$ cat src/core/dgc_pkg.sv
// Package of constants and types for the DAC group clear control block.
package dgc_pkg;

	// ----------------------------------------
	// Sizes
	// ----------------------------------------
	localparam int NUM_CHANNELS = 12;
	localparam int CODE_WIDTH   = 12;

	// ----------------------------------------
	// Reset values
	// ----------------------------------------
	localparam logic [CODE_WIDTH-1:0]   DATA_RESET  = 12'h000;
	localparam logic [CODE_WIDTH-1:0]   CLEAR_CODE_RESET = 12'h000;
	localparam logic [NUM_CHANNELS-1:0] GROUP_MASK_RESET = 12'hfff;
	localparam logic [1:0]              SYNC_RESET  = 2'h3;

	typedef logic [CODE_WIDTH-1:0] dgc_code_type;

	// One channel write from the register side.
	typedef struct packed {
		logic                    valid;
		logic [3:0]              channel;
		dgc_code_type            code;
	} dgc_write_type;

	// Clear state machine, one-hot.
	typedef enum logic [1:0] {
		DGC_RUN   = 2'b01,
		DGC_CLEAR = 2'b10
	} dgc_state_type;

endpackage

$ cat src/core/dgc_group_clear.sv
// DAC group clear control: data registers, output latches and clear sequencing.
`timescale 1ns/1ps

module dgc_group_clear (
	input  wire logic                                clk,            // System clock, 100 MHz.
	input  wire logic                                reset_n,        // Async reset, active low.
	input  wire logic                                clkEnable,      // Freezes all state when low.
	input  wire logic                                dac_group_clear_n, // Group clear pin, active low.
	input  wire dgc_pkg::dgc_write_type              dataWrite,      // Data register write.
	input  wire logic [dgc_pkg::NUM_CHANNELS-1:0]    channel_sync_load_bit, // Per-channel sync load.
	input  wire logic                                loadStrobe,     // Transfers sync-load channels.
	input  wire logic [dgc_pkg::NUM_CHANNELS-1:0]    groupMask,      // Channels tied to the pin.
	input  wire dgc_pkg::dgc_code_type               clearCode,      // Predefined clear code.
	output logic [dgc_pkg::NUM_CHANNELS*dgc_pkg::CODE_WIDTH-1:0] latchOut, // Output latches.
	output logic [dgc_pkg::NUM_CHANNELS-1:0]         clearActive     // Channel held in clear.
);
	import dgc_pkg::*;

	// ----------------------------------------
	// Helper functions
	// ----------------------------------------
	// A write hits one channel only; channel numbers above the last channel
	// match nothing, so such writes are dropped without side effects.
	function automatic logic write_hits(
		input dgc_write_type req,
		input int            channel
	);
		logic hit;
		hit = req.valid && (req.channel == 4'(channel));
		return hit;
	endfunction

	// Next latch value under the normal load rules, used only while the
	// channel is neither held in clear nor being reloaded.
	function automatic dgc_code_type normal_load(
		input dgc_code_type current,
		input dgc_code_type stored,
		input dgc_code_type written,
		input logic         syncMode,
		input logic         strobe,
		input logic         hit
	);
		dgc_code_type result;
		result = current;
		if (syncMode) begin
			if (strobe) begin
				result = stored;
			end
		end else if (hit) begin
			result = written;
		end
		return result;
	endfunction

	// ----------------------------------------
	// Clear input synchroniser
	// ----------------------------------------
	// Stage 0 feeds only stage 1; stage 1 alone drives the state machine.
	// Both stages reset high, so leaving reset never looks like a clear.
	logic [1:0] sync_q;
	logic [1:0] sync_d;

	always_comb begin
		sync_d = clkEnable ? {sync_q[0], dac_group_clear_n} : sync_q;
	end

	always_ff @(posedge clk or negedge reset_n) begin
		if (!reset_n) begin
			sync_q <= SYNC_RESET;
		end else begin
			sync_q <= sync_d;
		end
	end

	// ----------------------------------------
	// Clear state and channel storage
	// ----------------------------------------
	dgc_state_type                     state_q;
	dgc_state_type                     state_d;
	logic [NUM_CHANNELS-1:0]           member_q;
	logic [NUM_CHANNELS-1:0]           member_d;
	dgc_code_type                      data_q  [NUM_CHANNELS];
	dgc_code_type                      data_d  [NUM_CHANNELS];
	dgc_code_type                      latch_q [NUM_CHANNELS];
	dgc_code_type                      latch_d [NUM_CHANNELS];
	logic                              reload;

	// Entry and exit are each decided by stage 1 alone, on exactly one edge.
	always_comb begin
		state_d  = state_q;
		member_d = member_q;
		reload   = 1'b0;
		case (state_q)
			DGC_RUN: begin
				if (!sync_q[1]) begin
					state_d  = DGC_CLEAR;
					member_d = groupMask;
				end
			end
			DGC_CLEAR: begin
				if (sync_q[1]) begin
					state_d  = DGC_RUN;
					reload   = 1'b1;
					member_d = '0;
				end
			end
			default: begin
				state_d  = DGC_RUN;
				member_d = '0;
			end
		endcase
		if (!clkEnable) begin
			state_d  = state_q;
			member_d = member_q;
			reload   = 1'b0;
		end
	end

	always_ff @(posedge clk or negedge reset_n) begin
		if (!reset_n) begin
			state_q  <= DGC_RUN;
			member_q <= '0;
		end else begin
			state_q  <= state_d;
			member_q <= member_d;
		end
	end

	// ----------------------------------------
	// Per-channel load decode
	// ----------------------------------------
	// The group membership is captured on entry, so a mask change during a clear
	// cannot strand a channel at the clear code after release.
	logic [NUM_CHANNELS-1:0]           holdVec;
	logic [NUM_CHANNELS-1:0]           reloadVec;
	logic [NUM_CHANNELS-1:0]           hitVec;

	always_comb begin
		holdVec   = member_d;
		reloadVec = reload ? member_q : '0;
		for (int i = 0; i < NUM_CHANNELS; i++) begin
			hitVec[i] = clkEnable && write_hits(dataWrite, i);
		end
	end

	// ----------------------------------------
	// Channel data registers
	// ----------------------------------------
	// Writes land here in every state; a clear never touches this storage.
	always_comb begin
		for (int i = 0; i < NUM_CHANNELS; i++) begin
			data_d[i] = data_q[i];
			if (hitVec[i]) begin
				data_d[i] = dataWrite.code;
			end
		end
	end

	always_ff @(posedge clk or negedge reset_n) begin
		if (!reset_n) begin
			for (int i = 0; i < NUM_CHANNELS; i++) begin
				data_q[i] <= DATA_RESET;
			end
		end else begin
			for (int i = 0; i < NUM_CHANNELS; i++) begin
				data_q[i] <= data_d[i];
			end
		end
	end

	// ----------------------------------------
	// Output latches
	// ----------------------------------------
	// Priority: clear hold, then release reload, then the normal load rules.
	// The reload takes the stored value without looking at the sync-load
	// bit, so a channel in sync mode does not wait for a strobe after a clear.
	always_comb begin
		for (int i = 0; i < NUM_CHANNELS; i++) begin
			latch_d[i] = latch_q[i];
			if (clkEnable) begin
				if (holdVec[i]) begin
					latch_d[i] = clearCode;
				end else if (reloadVec[i]) begin
					latch_d[i] = data_q[i];
				end else begin
					latch_d[i] = normal_load(latch_q[i], data_q[i], dataWrite.code,
						channel_sync_load_bit[i], loadStrobe, hitVec[i]);
				end
			end
		end
	end

	always_ff @(posedge clk or negedge reset_n) begin
		if (!reset_n) begin
			for (int i = 0; i < NUM_CHANNELS; i++) begin
				latch_q[i] <= DATA_RESET;
			end
		end else begin
			for (int i = 0; i < NUM_CHANNELS; i++) begin
				latch_q[i] <= latch_d[i];
			end
		end
	end

	// ----------------------------------------
	// Outputs
	// ----------------------------------------
	// Pure wiring of registers: nothing combinational sits in front of the pins.
	always_comb begin
		for (int i = 0; i < NUM_CHANNELS; i++) begin
			latchOut[i*CODE_WIDTH +: CODE_WIDTH] = latch_q[i];
		end
		clearActive = member_q;
	end

endmodule

$ cat config.mk
export PLATFORM = sky130hd
export DESIGN_NAME = dgc_group_clear
export DESIGN_NICKNAME = d
export VERILOG_FILES = /design/src/core/dgc_pkg.sv /design/src/core/dgc_group_clear.sv
export SDC_FILE = /design/constraint.sdc
export NUM_CORES = 1
export LEC_CHECK = 0
export ABC_AREA = 1
export BUFFER_PORTS_ARGS = -buffer_cell sky130_fd_sc_hd__buf_4
export CELL_PAD_IN_SITES_DETAIL_PLACEMENT = 0
export CELL_PAD_IN_SITES_GLOBAL_PLACEMENT = 1
export CORE_MARGIN = 3
export CORE_UTILIZATION = 42
export CTS_CLUSTER_DIAMETER = 30
export DETAILED_ROUTE_END_ITERATION = 8
export PLACE_DENSITY_LB_ADDON = 0.3
export SYNTH_ARGS = -nofsm -noshare
export SYNTH_HDL_FRONTEND = slang
export SYNTH_SLANG_ARGS = --single-unit
$ cat constraint.sdc
create_clock -name clk -period 2.4 [get_ports clk]
set_input_delay 0.12 -clock clk [delete_from_list [all_inputs] [get_ports clk]]
set_output_delay 0.12 -clock clk [all_outputs]
set_load 0.02 [all_outputs]
After elaboration in Yosys (flattened, before gate mapping)
Index checks and enable logic that the tools add are counted.
{"block": "word_totals", "ff_bits": 304, "latchBits": 0, "ramBits": 0, "rom_bits": 0, "in_bits": 58, "out_inout_bits": 156, "memories": 0}
{"block": "op_classes", "add_sub_neg": 0, "n_mul": 0, "n_div": 0, "magnitude_cmp": 0, "n_eq_ne": 27, "shifts": 0, "muxes": 71, "n_bitwise": 0, "reduce_logical": 50}
{"cell": "12-bit 2-to-1 mux", "count": 64}
{"cell": "4-bit by 1-bit inequality test with 1-bit output, second input constant", "count": 12}
{"cell": "4-bit nonzero test", "count": 12}
{"cell": "3-bit AND reduction", "count": 13}
{"cell": "1-bit logical AND", "count": 24}
{"cell": "12-bit case mux with 2 select lines", "count": 1}
{"cell": "4-bit by 3-bit == test with 1-bit output, second input constant", "count": 4}
{"cell": "4-bit == test, second input constant", "count": 4}
{"cell": "4-bit by 2-bit == test with 1-bit output, second input constant", "count": 2}
{"cell": "4-bit by 1-bit == test with 1-bit output, second input constant", "count": 1}
{"cell": "4-bit logical NOT", "count": 1}
{"cell": "2-bit 2-to-1 mux", "count": 2}
{"cell": "2-bit inequality test, second input constant", "count": 2}
{"cell": "2-bit case mux with 2 select lines", "count": 1}
{"cell": "1-bit 2-to-1 mux", "count": 3}
{"cell": "2-bit by 1-bit == test with 1-bit output, second input constant", "count": 1}
{"cell": "2-bit == test, second input constant", "count": 1}

Longest topological paths before layout
Gate-level depths: netlist of run 1.
{"block": "depth", "depth_word": 7, "ltp_mapped": 13, "ltp_nobuf": 11}

Least setup slack after synthesis of run 1
No wires, ideal clock.
{"block": "synth_path", "path_type": "flip-flop to flip-flop", "start": "reg state_q[0]", "end": "reg latch_q, in the netlist latchOut[35]", "setup_ns": 0.117, "arrival_ns": 1.715, "required_ns": 2.283, "path_slack_ns": 0.568, "path_stages_with_launch": 11, "n_path_buf": 2, "cell_sequence": "dfstp_2 -> inv_1 -> ha_1 -> nor2_1 -> buf_4 -> nand2_2 -> nand2_2 -> buf_4 -> nand2_1 -> nand3_1 -> nand2_1"}
{"block": "synth_between", "elab_cells_between_ends": 12, "cone_classes": "eq/ne (3); mux (7); reduce/logical (2)"}
{"element": "start, declared", "line_no": "dgc_group_clear.sv:78", "text": "dgc_state_type state_q;"}
{"element": "start signal, assigned", "line_no": "dgc_group_clear.sv:124", "text": "state_q <= state_d;"}
{"element": "2-bit == test / 2-bit by 1-bit == test with 1-bit output (equally long branches)", "line_no": "dgc_group_clear.sv:93", "text": "case (state_q)"}
{"element": "12-bit case mux with 2 select lines *", "line_no": "dgc_group_clear.sv:93"}
{"element": "12-bit 2-to-1 mux *", "line_no": "dgc_group_clear.sv:112", "text": "if (!clkEnable) begin"}
{"element": "via holdVec[2]", "line_no": "dgc_group_clear.sv:134", "text": "logic [NUM_CHANNELS-1:0] holdVec;"}
{"element": "4-bit by 1-bit inequality test with 1-bit output (no line) / 4-bit nonzero test (equally long branches)"}
{"element": "3-bit AND reduction (no line)"}
{"element": "end signal, assigned by index", "line_no": "dgc_group_clear.sv:200", "text": "latch_q[i] <= latch_d[i];"}
{"element": "end, declared", "line_no": "dgc_group_clear.sv:84", "text": "dgc_code_type latch_q [NUM_CHANNELS];"}
Mark *: on every way through the listed nets, which the timed path passes. The rest lies on a longest branch.
A chain may end at the register's enable or synchronous reset.

Worst setup path after layout of run 1
{"block": "layout_path", "start": "reg state_q[0]", "end": "reg latch_q, in the netlist latchOut[99]"}
{"block": "layout_between", "elab_chain_cells": 6, "elab_cells_between_ends": 12, "cone_classes": "eq/ne (3); mux (7); reduce/logical (2)"}
{"element": "2-bit == test", "line_no": "dgc_group_clear.sv:93"}
{"element": "1-bit 2-to-1 mux", "line_no": "dgc_group_clear.sv:93"}
{"element": "1-bit 2-to-1 mux", "line_no": "dgc_group_clear.sv:112"}
{"element": "12-bit 2-to-1 mux", "line_no": "dgc_group_clear.sv:140", "text": "reloadVec = reload ? member_q : '0;"}
{"element": "4-bit by 1-bit inequality test with 1-bit output (no line) (tied with other cells)"}
{"element": "3-bit AND reduction (no line) / 12-bit 2-to-1 mux (equally long branches)"}
Parallel ways exist; a longest one is shown, timed or not.

==> results of run 1 <==
## routing by layer
layer	vias to the layer above	part of all wire (%)	global-route usage, %	wire length, um
li1	8993	-	-	-
met4	0	3.6	10.7	2280
met1	8819	43	38.6	27800
met3	137	7.6	5.14	4910
met2	689	45	44.3	29200
met5	-	0	0	0
## cell usage in the layout (no fill, tap or decap), drive strengths merged
| master | Yosys | layout |
|---|---|---|
| buf | 92 | 316 |
| bufinv | 0 | 10 |
| clkbuf | 137 | 114 |
| clkinv | 20 | 34 |
| clkinvlp | 0 | 11 |
| dfrtp | 301 | 301 |
| dfstp | 3 | 3 |
| dlygate4sd3 | 0 | 4 |
| ha | 2 | 2 |
| inv | 198 | 202 |
| nand2 | 1032 | 1032 |
| nand3 | 565 | 565 |
| nand4 | 15 | 15 |
| nor2 | 34 | 35 |
| o21ai | 291 | 291 |
## worst reg2reg max path, cell delays in order (launching register included)
cell and delay, ps:
dfstp_2 530, inv_1 40, ha_1 200, buf_4 190
inv_1 100, nand2_4 170, nand3_1 120, nand2_1 60
nand2_2 160, buf_4 250, nand3_1 120, nand3_1 100
nand2_1 60
## sequential cells by signal, indices dropped and copies added, names as in the netlist
| signal | flops |
|---|---|
| clearActive | 12 |
| sync_q | 2 |
| state_q | 2 |
| latchOut | 144 |
| data_q | 144 |
## kinds of logic (layout without fill, tap and decap cells)
kind of cell / Yosys count / after routing / share of synthesized area, %
buffers and inverters: 447 / 691 / 10.4
flip-flops: 304 / 304 / 42.4
AO/OA/AOI/OAI: 291 / 291 / 8.12
AND/OR/NAND/NOR: 1646 / 1647 / 39.0
adder cells (fa/ha/maj): 2 / 2 / 0.139
## what timing repair did
item	4_1_cts	5_1_grt
setup buffers	0	7
hold buffers	4	0
hold endpoints to repair	303	0
pin swaps	0	1
setup endpoints to repair	147	144
gates cloned	0	1
gates resized for setup	7	14
## cell type report
cell class / instances / area [um2]
well taps: 539 / 674
clock inverters: 39 / 514
multi-input cells: 1940 / 8550
flip-flops and latches: 304 / 7610
inverters: 218 / 821
clock buffers: 114 / 2410
repair buffers: 320 / 2510
fillers: 4051 / 19000
## power by group
part | internal (mW) | switching (mW) | leakage [nW]
Combinational | 3.25 | 5.24 | 6.96
Clock | 8.03 | 3.40 | 1.40
Sequential | 6.80 | 1.28 | 3.92
Total | 18.1 | 9.92 | 12.3
## final timing paths
kind                                  to  depth (start not counted)
min in group clk           latchOut[114]                          6
min                         latchOut[38]                          2
max in group asynchronous     data_q[29]                          3
max                         latchOut[99]                         12
max reg2reg                 latchOut[99]                         12
min reg2reg                    sync_q[0]                          2
==> flow_metrics.env, run 1 <==
export IMPL_synth_edff_count=0
export IMPL_post_dp_hpwl_mm=39.9
export IMPL_crit_buf_inv=4
export IMPL_setup_viol=0
export IMPL_grt_overflow=0
export IMPL_syn_inst=2690
export IMPL_worst_pin_slew_ps=1010
export IMPL_ys_seq_elements=304
export IMPL_synth_cell_area_um2=17900
export IMPL_clk_latency_ps=590
export IMPL_ioPinCount=214
export IMPL_post_route_util_pct=54.9
export IMPL_grt_pass1_wl_mm=98.5
export IMPL_io_buffer_count=213
export IMPL_cp_cell_sequence="inv_1 -> ha_1 -> buf_4 -> inv_1 -> nand2_4 -> nand3_1 -> nand2_1 -> nand2_2 -> buf_4 -> nand3_1 -> nand3_1 -> nand2_1"
export IMPL_die_x_um=213
export IMPL_grt_pass1_vias=17404
export IMPL_min_period_over_period_pct=92.9
export IMPL_finalPower_mw=28.0
export IMPL_drt_vias_per_instance=5.36
export IMPL_r2r_start="state_q[0]"
export IMPL_syn2layout_area_growth_pct=28.6
export IMPL_drt_iter0_drc=1901
export IMPL_worst_path_max_fanout=17
export IMPL_crit_type="reg2reg"
export IMPL_yosys_warnings=0
export IMPL_drt_total_wl_mm=64.2
export IMPL_rows=75
export IMPL_crit_start="state_q[0]"
export IMPL_antenna_cells=0
export IMPL_place_gp_congestion=0.866
export IMPL_p_leak_nw=12.3
export IMPL_yosysMostFrequentCell="nand2_1"
export IMPL_slew_violations=0
export IMPL_synth_cell_types=19
export IMPL_drive_gt1_share_pct=17.2
export IMPL_cp_slowest_stage_delay_ps=530
export IMPL_synth_seq_area_share_pct=42.4
export IMPL_synthFlopType="dfrtp_1"
export IMPL_synthTopCellsByCount="1011 x nand2_1, 565 x nand3_1, 301 x dfrtp_1"
export IMPL_relSlewSlack_pct=32.3
export IMPL_vias=18638
export IMPL_yosysTopAreaCell="dfrtp_1"
export IMPL_cp_end_kind="register"
export IMPL_drc=0
export IMPL_grt_usage_pct=28.1
export IMPL_synth_fp_nets=2750
export IMPL_synthArstFlopShare_pct=100
export IMPL_dr_pass1_iters=6
export IMPL_powerDensity_nw_per_um2=1210
export IMPL_outcome="finished, final reports clean"
export IMPL_hold_ws_ps=43.4
export IMPL_antenna_found_initial=0
export IMPL_fin_cells=3474
export IMPL_finish_instance_area_um2=23100
export IMPL_grt_max_degree=84
export IMPL_post_dp_cell_area_um2=20000
export IMPL_clockBufferDepth=3
export IMPL_clkSlewWorstSetupHoldPaths_ps=50
export IMPL_syn_avg_cell_area_um2=6.67
export IMPL_ant_nets=0
export IMPL_peakVddDrop_v=0.000686
export IMPL_crit_slowest_cell="dfstp_2"
export IMPL_synth_area_leaders="dfrtp_1 42%, nand2_1 21%, nand3_1 16%"
export IMPL_cts_max_level=3
export IMPL_fin_ws_ps=172
export IMPL_fin_nets=2929
export IMPL_post_place_ws_ps=-330
export IMPL_cts_buffers=85
export IMPL_worst_setup_path_start_kind="register"
export IMPL_die_y_um=213
export IMPL_fin_tns_setup_ps=0
export IMPL_crit_family="simple AND/OR/NAND/NOR gates"
export IMPL_rsz0062_at_grt="false"
export IMPL_hold_violations=0
export IMPL_reg2reg_slack_ps=170
export IMPL_cts_root_buf="clkbuf_16"
export IMPL_cts_tree="built"
export IMPL_crit_arrival_ps=2700
export IMPL_die_area_um2=45200
export IMPL_place_inst=3309
export IMPL_min_path_type="in2async"
export IMPL_core_area_um2=42000
export IMPL_fin_crit_ps=2230
export IMPL_clock_sinks=304
export IMPL_worstPathRequired_ps=2880
export IMPL_wl_per_cell_um=18.5
export IMPL_worst_clock_skew_ps=16.4
export IMPL_start_util_pct=42.7
export IMPL_fmax_mhz=449
export IMPL_cap_violations=0
export IMPL_critPathMostFrequentCell="nand3_1"
export IMPL_synth_top_area_share_pct=42.0
Power figures use the tool's default switching activity.
==> run 2, diff against run 1 <==
--- a/config.mk
+++ b/config.mk
@@ -13,7 +13,7 @@
 export CORE_UTILIZATION = 42
 export CTS_CLUSTER_DIAMETER = 30
 export DETAILED_ROUTE_END_ITERATION = 8
-export PLACE_DENSITY_LB_ADDON = 0.3
+export PLACE_DENSITY_LB_ADDON = 0.2
 export SYNTH_ARGS = -nofsm -noshare
 export SYNTH_HDL_FRONTEND = slang
 export SYNTH_SLANG_ARGS = --single-unit
==> run 2 against run 1 <==
- sequential share of layout area fell by 0.094 points
- core utilization rose by 0.16 points
- worst setup slack improved by 2.1 ps
- final area rose by 0.29%
- combinational power fell by 1%
- first-iteration DRC count fell by 11%
- clock skew rose by 3.6 ps
- global-route usage rose by 0.37 points
- via count fell by 0.50%
- critical path type unchanged
- critical endpoint is now latchOut[88]
==> flow_metrics.env, run 2 (synthesis results as in run 1) <==
export IMPL_multiInputGateArea_um2=8500
export IMPL_antenna_cells=0
export IMPL_worst_path_max_fanout=13
export IMPL_crit_slowest_cell="dfstp_2"
export IMPL_relSlewSlack_pct=47.1
export IMPL_clock_sinks=304
export IMPL_ioPinCount=214
export IMPL_worst_pin_slew_ps=792
export IMPL_die_y_um=213
export IMPL_fin_crit_ps=2230
export IMPL_rows=75
export IMPL_post_dp_hpwl_mm=40.6
export IMPL_r2r_start="state_q[0]"
export IMPL_grt_usage_pct=28.4
export IMPL_finalPower_mw=28.7
export IMPL_io_buffer_count=213
export IMPL_cts_tree="built"
export IMPL_min_path_type="in2async"
export IMPL_cp_cell_sequence="ha_1 -> inv_1 -> nor2_1 -> buf_4 -> nand2_1 -> nand2_1 -> nand2_1 -> nand2_1 -> inv_4 -> nand2_1 -> nand2_1"
export IMPL_cts_max_level=3
export IMPL_crit_buf_inv=3
export IMPL_antenna_found_initial=0
export IMPL_setup_viol=0
export IMPL_crit_family="simple AND/OR/NAND/NOR gates"
export IMPL_timing_rr_end="latchOut[88]"
export IMPL_place_inst=3305
export IMPL_min_period_over_period_pct=92.8
export IMPL_rsz0062_at_grt="false"
export IMPL_post_dp_cell_area_um2=19900
export IMPL_vias=18545
export IMPL_crit_arrival_ps=2690
export IMPL_powerDensity_nw_per_um2=1240
export IMPL_dr_pass1_iters=6
export IMPL_post_route_util_pct=55.1
export IMPL_peakVddDrop_v=0.000637
export IMPL_fin_tns_setup_ps=0
export IMPL_syn2layout_area_growth_pct=29.0
export IMPL_cts_buffers=88
export IMPL_ant_nets=0
export IMPL_ff2ff_path_depth=11
export IMPL_cp_end_kind="register"
export IMPL_clockBufferDepth=3
export IMPL_worstPathRequired_ps=2860
export IMPL_slew_violations=0
export IMPL_core_area_um2=42000
export IMPL_p_leak_nw=12.3
export IMPL_grt_pass1_wl_mm=100
export IMPL_wl_per_cell_um=18.6
export IMPL_clkSlewWorstSetupHoldPaths_ps=40
export IMPL_start_util_pct=42.7
export IMPL_final_common_cell="nand2_1"
export IMPL_fin_cells=3471
export IMPL_fin_ws_ps=174
export IMPL_final_seq_area_um2=7610
export IMPL_critPathMostFrequentCell="nand2_1"
export IMPL_drive_gt1_share_pct=17.2
export IMPL_die_area_um2=45200
export IMPL_final_cell_mix="1003 x nand2_1, 565 x nand3_1, 301 x dfrtp_1"
export IMPL_hold_ws_ps=52.0
export IMPL_drt_vias_per_instance=5.34
export IMPL_outcome="finished, final reports clean"
export IMPL_fmax_mhz=449
export IMPL_place_gp_congestion=0.844
export IMPL_drc=0
export IMPL_grt_overflow=0
export IMPL_clk_latency_ps=600
export IMPL_cp_slowest_stage_delay_ps=540
export IMPL_hold_violations=0
export IMPL_finish_instance_area_um2=23200
export IMPL_grt_pass1_vias=17886
export IMPL_grt_max_degree=85
export IMPL_crit_type="reg2reg"
export IMPL_reg2reg_slack_ps=170
export IMPL_fillers=4074
export IMPL_post_place_ws_ps=-1.59
export IMPL_cap_violations=0
export IMPL_die_x_um=213
export IMPL_worst_setup_path_start_kind="register"
export IMPL_fin_nets=2920
export IMPL_cts_root_buf="clkbuf_16"
export IMPL_worst_clock_skew_ps=19.9
export IMPL_drt_iter0_drc=1696
export IMPL_drt_total_wl_mm=64.7
==> run 2: changes by cell type in the layout (fill, tap and decap cells not counted), moves of 4 or more <==
cell        previous run  this run
clkinv_2               9        23
clkbuf_8              15        19
clkinvlp_4            11         5
nand2_4                7         0
clkbuf_1              13         5
nand2_1              999      1003
buf_4                308       299
==> run 2: how the worst max path moves through the flow <==
stage / startpoint / end / slack [ps] / depth (start not counted)
2_1_floorplan: state_q[0] / latchOut[35] / 570 / 10
5_1_grt: state_q[0] / latchOut[49] / 10 / 11
6_report: state_q[0] / latchOut[88] / 170 / 11
3_5_place_dp: state_q[0] / latchOut[54] / -2 / 10
3_3_place_gp: state_q[0] / latchOut[64] / 20 / 10
4_1_cts: state_q[0] / latchOut[16] / 80 / 8
==> run 2: power by group <==
group / switching [mW] / total [mW] / internal, mW
Sequential: 1.30 / 8.10 / 6.81
Clock: 3.55 / 12.2 / 8.69
Combinational: 5.17 / 8.38 / 3.21
==> run 2: final cells by class <==
class                           instances  share of cell area, %
Inverter                              218                   3.55
Sequential cell                       304                   32.9
Tap cell                              539                   2.91
Multi-Input combinational cell       1939                   36.7
Clock inverter                         49                   2.76
Timing Repair Buffer                  309                   10.4
Clock buffer                          113                   10.8
==> run 2: metal layers <==
metal  share of wire, %  wire [um]  vias to the layer above  global-route usage (%)
met1                 43      27800                     8816                    37.7
met2                 47      30300                      605                    46.3
li1                   -          -                     8976                       -
met3                6.4       4120                      148                    4.67
met5                  0          0                        -                       0
met4                3.7       2410                        0                    12.0
==> run 2: timing repair <==
item | 4_1_cts | 5_1_grt
pin swaps | 0 | 0
hold endpoints to repair | 285 | 0
resized for setup | 2 | 8
setup buffers | 0 | 0
cloned | 0 | 0
setup endpoints to repair | 40 | 101
hold buffers | 4 | 0
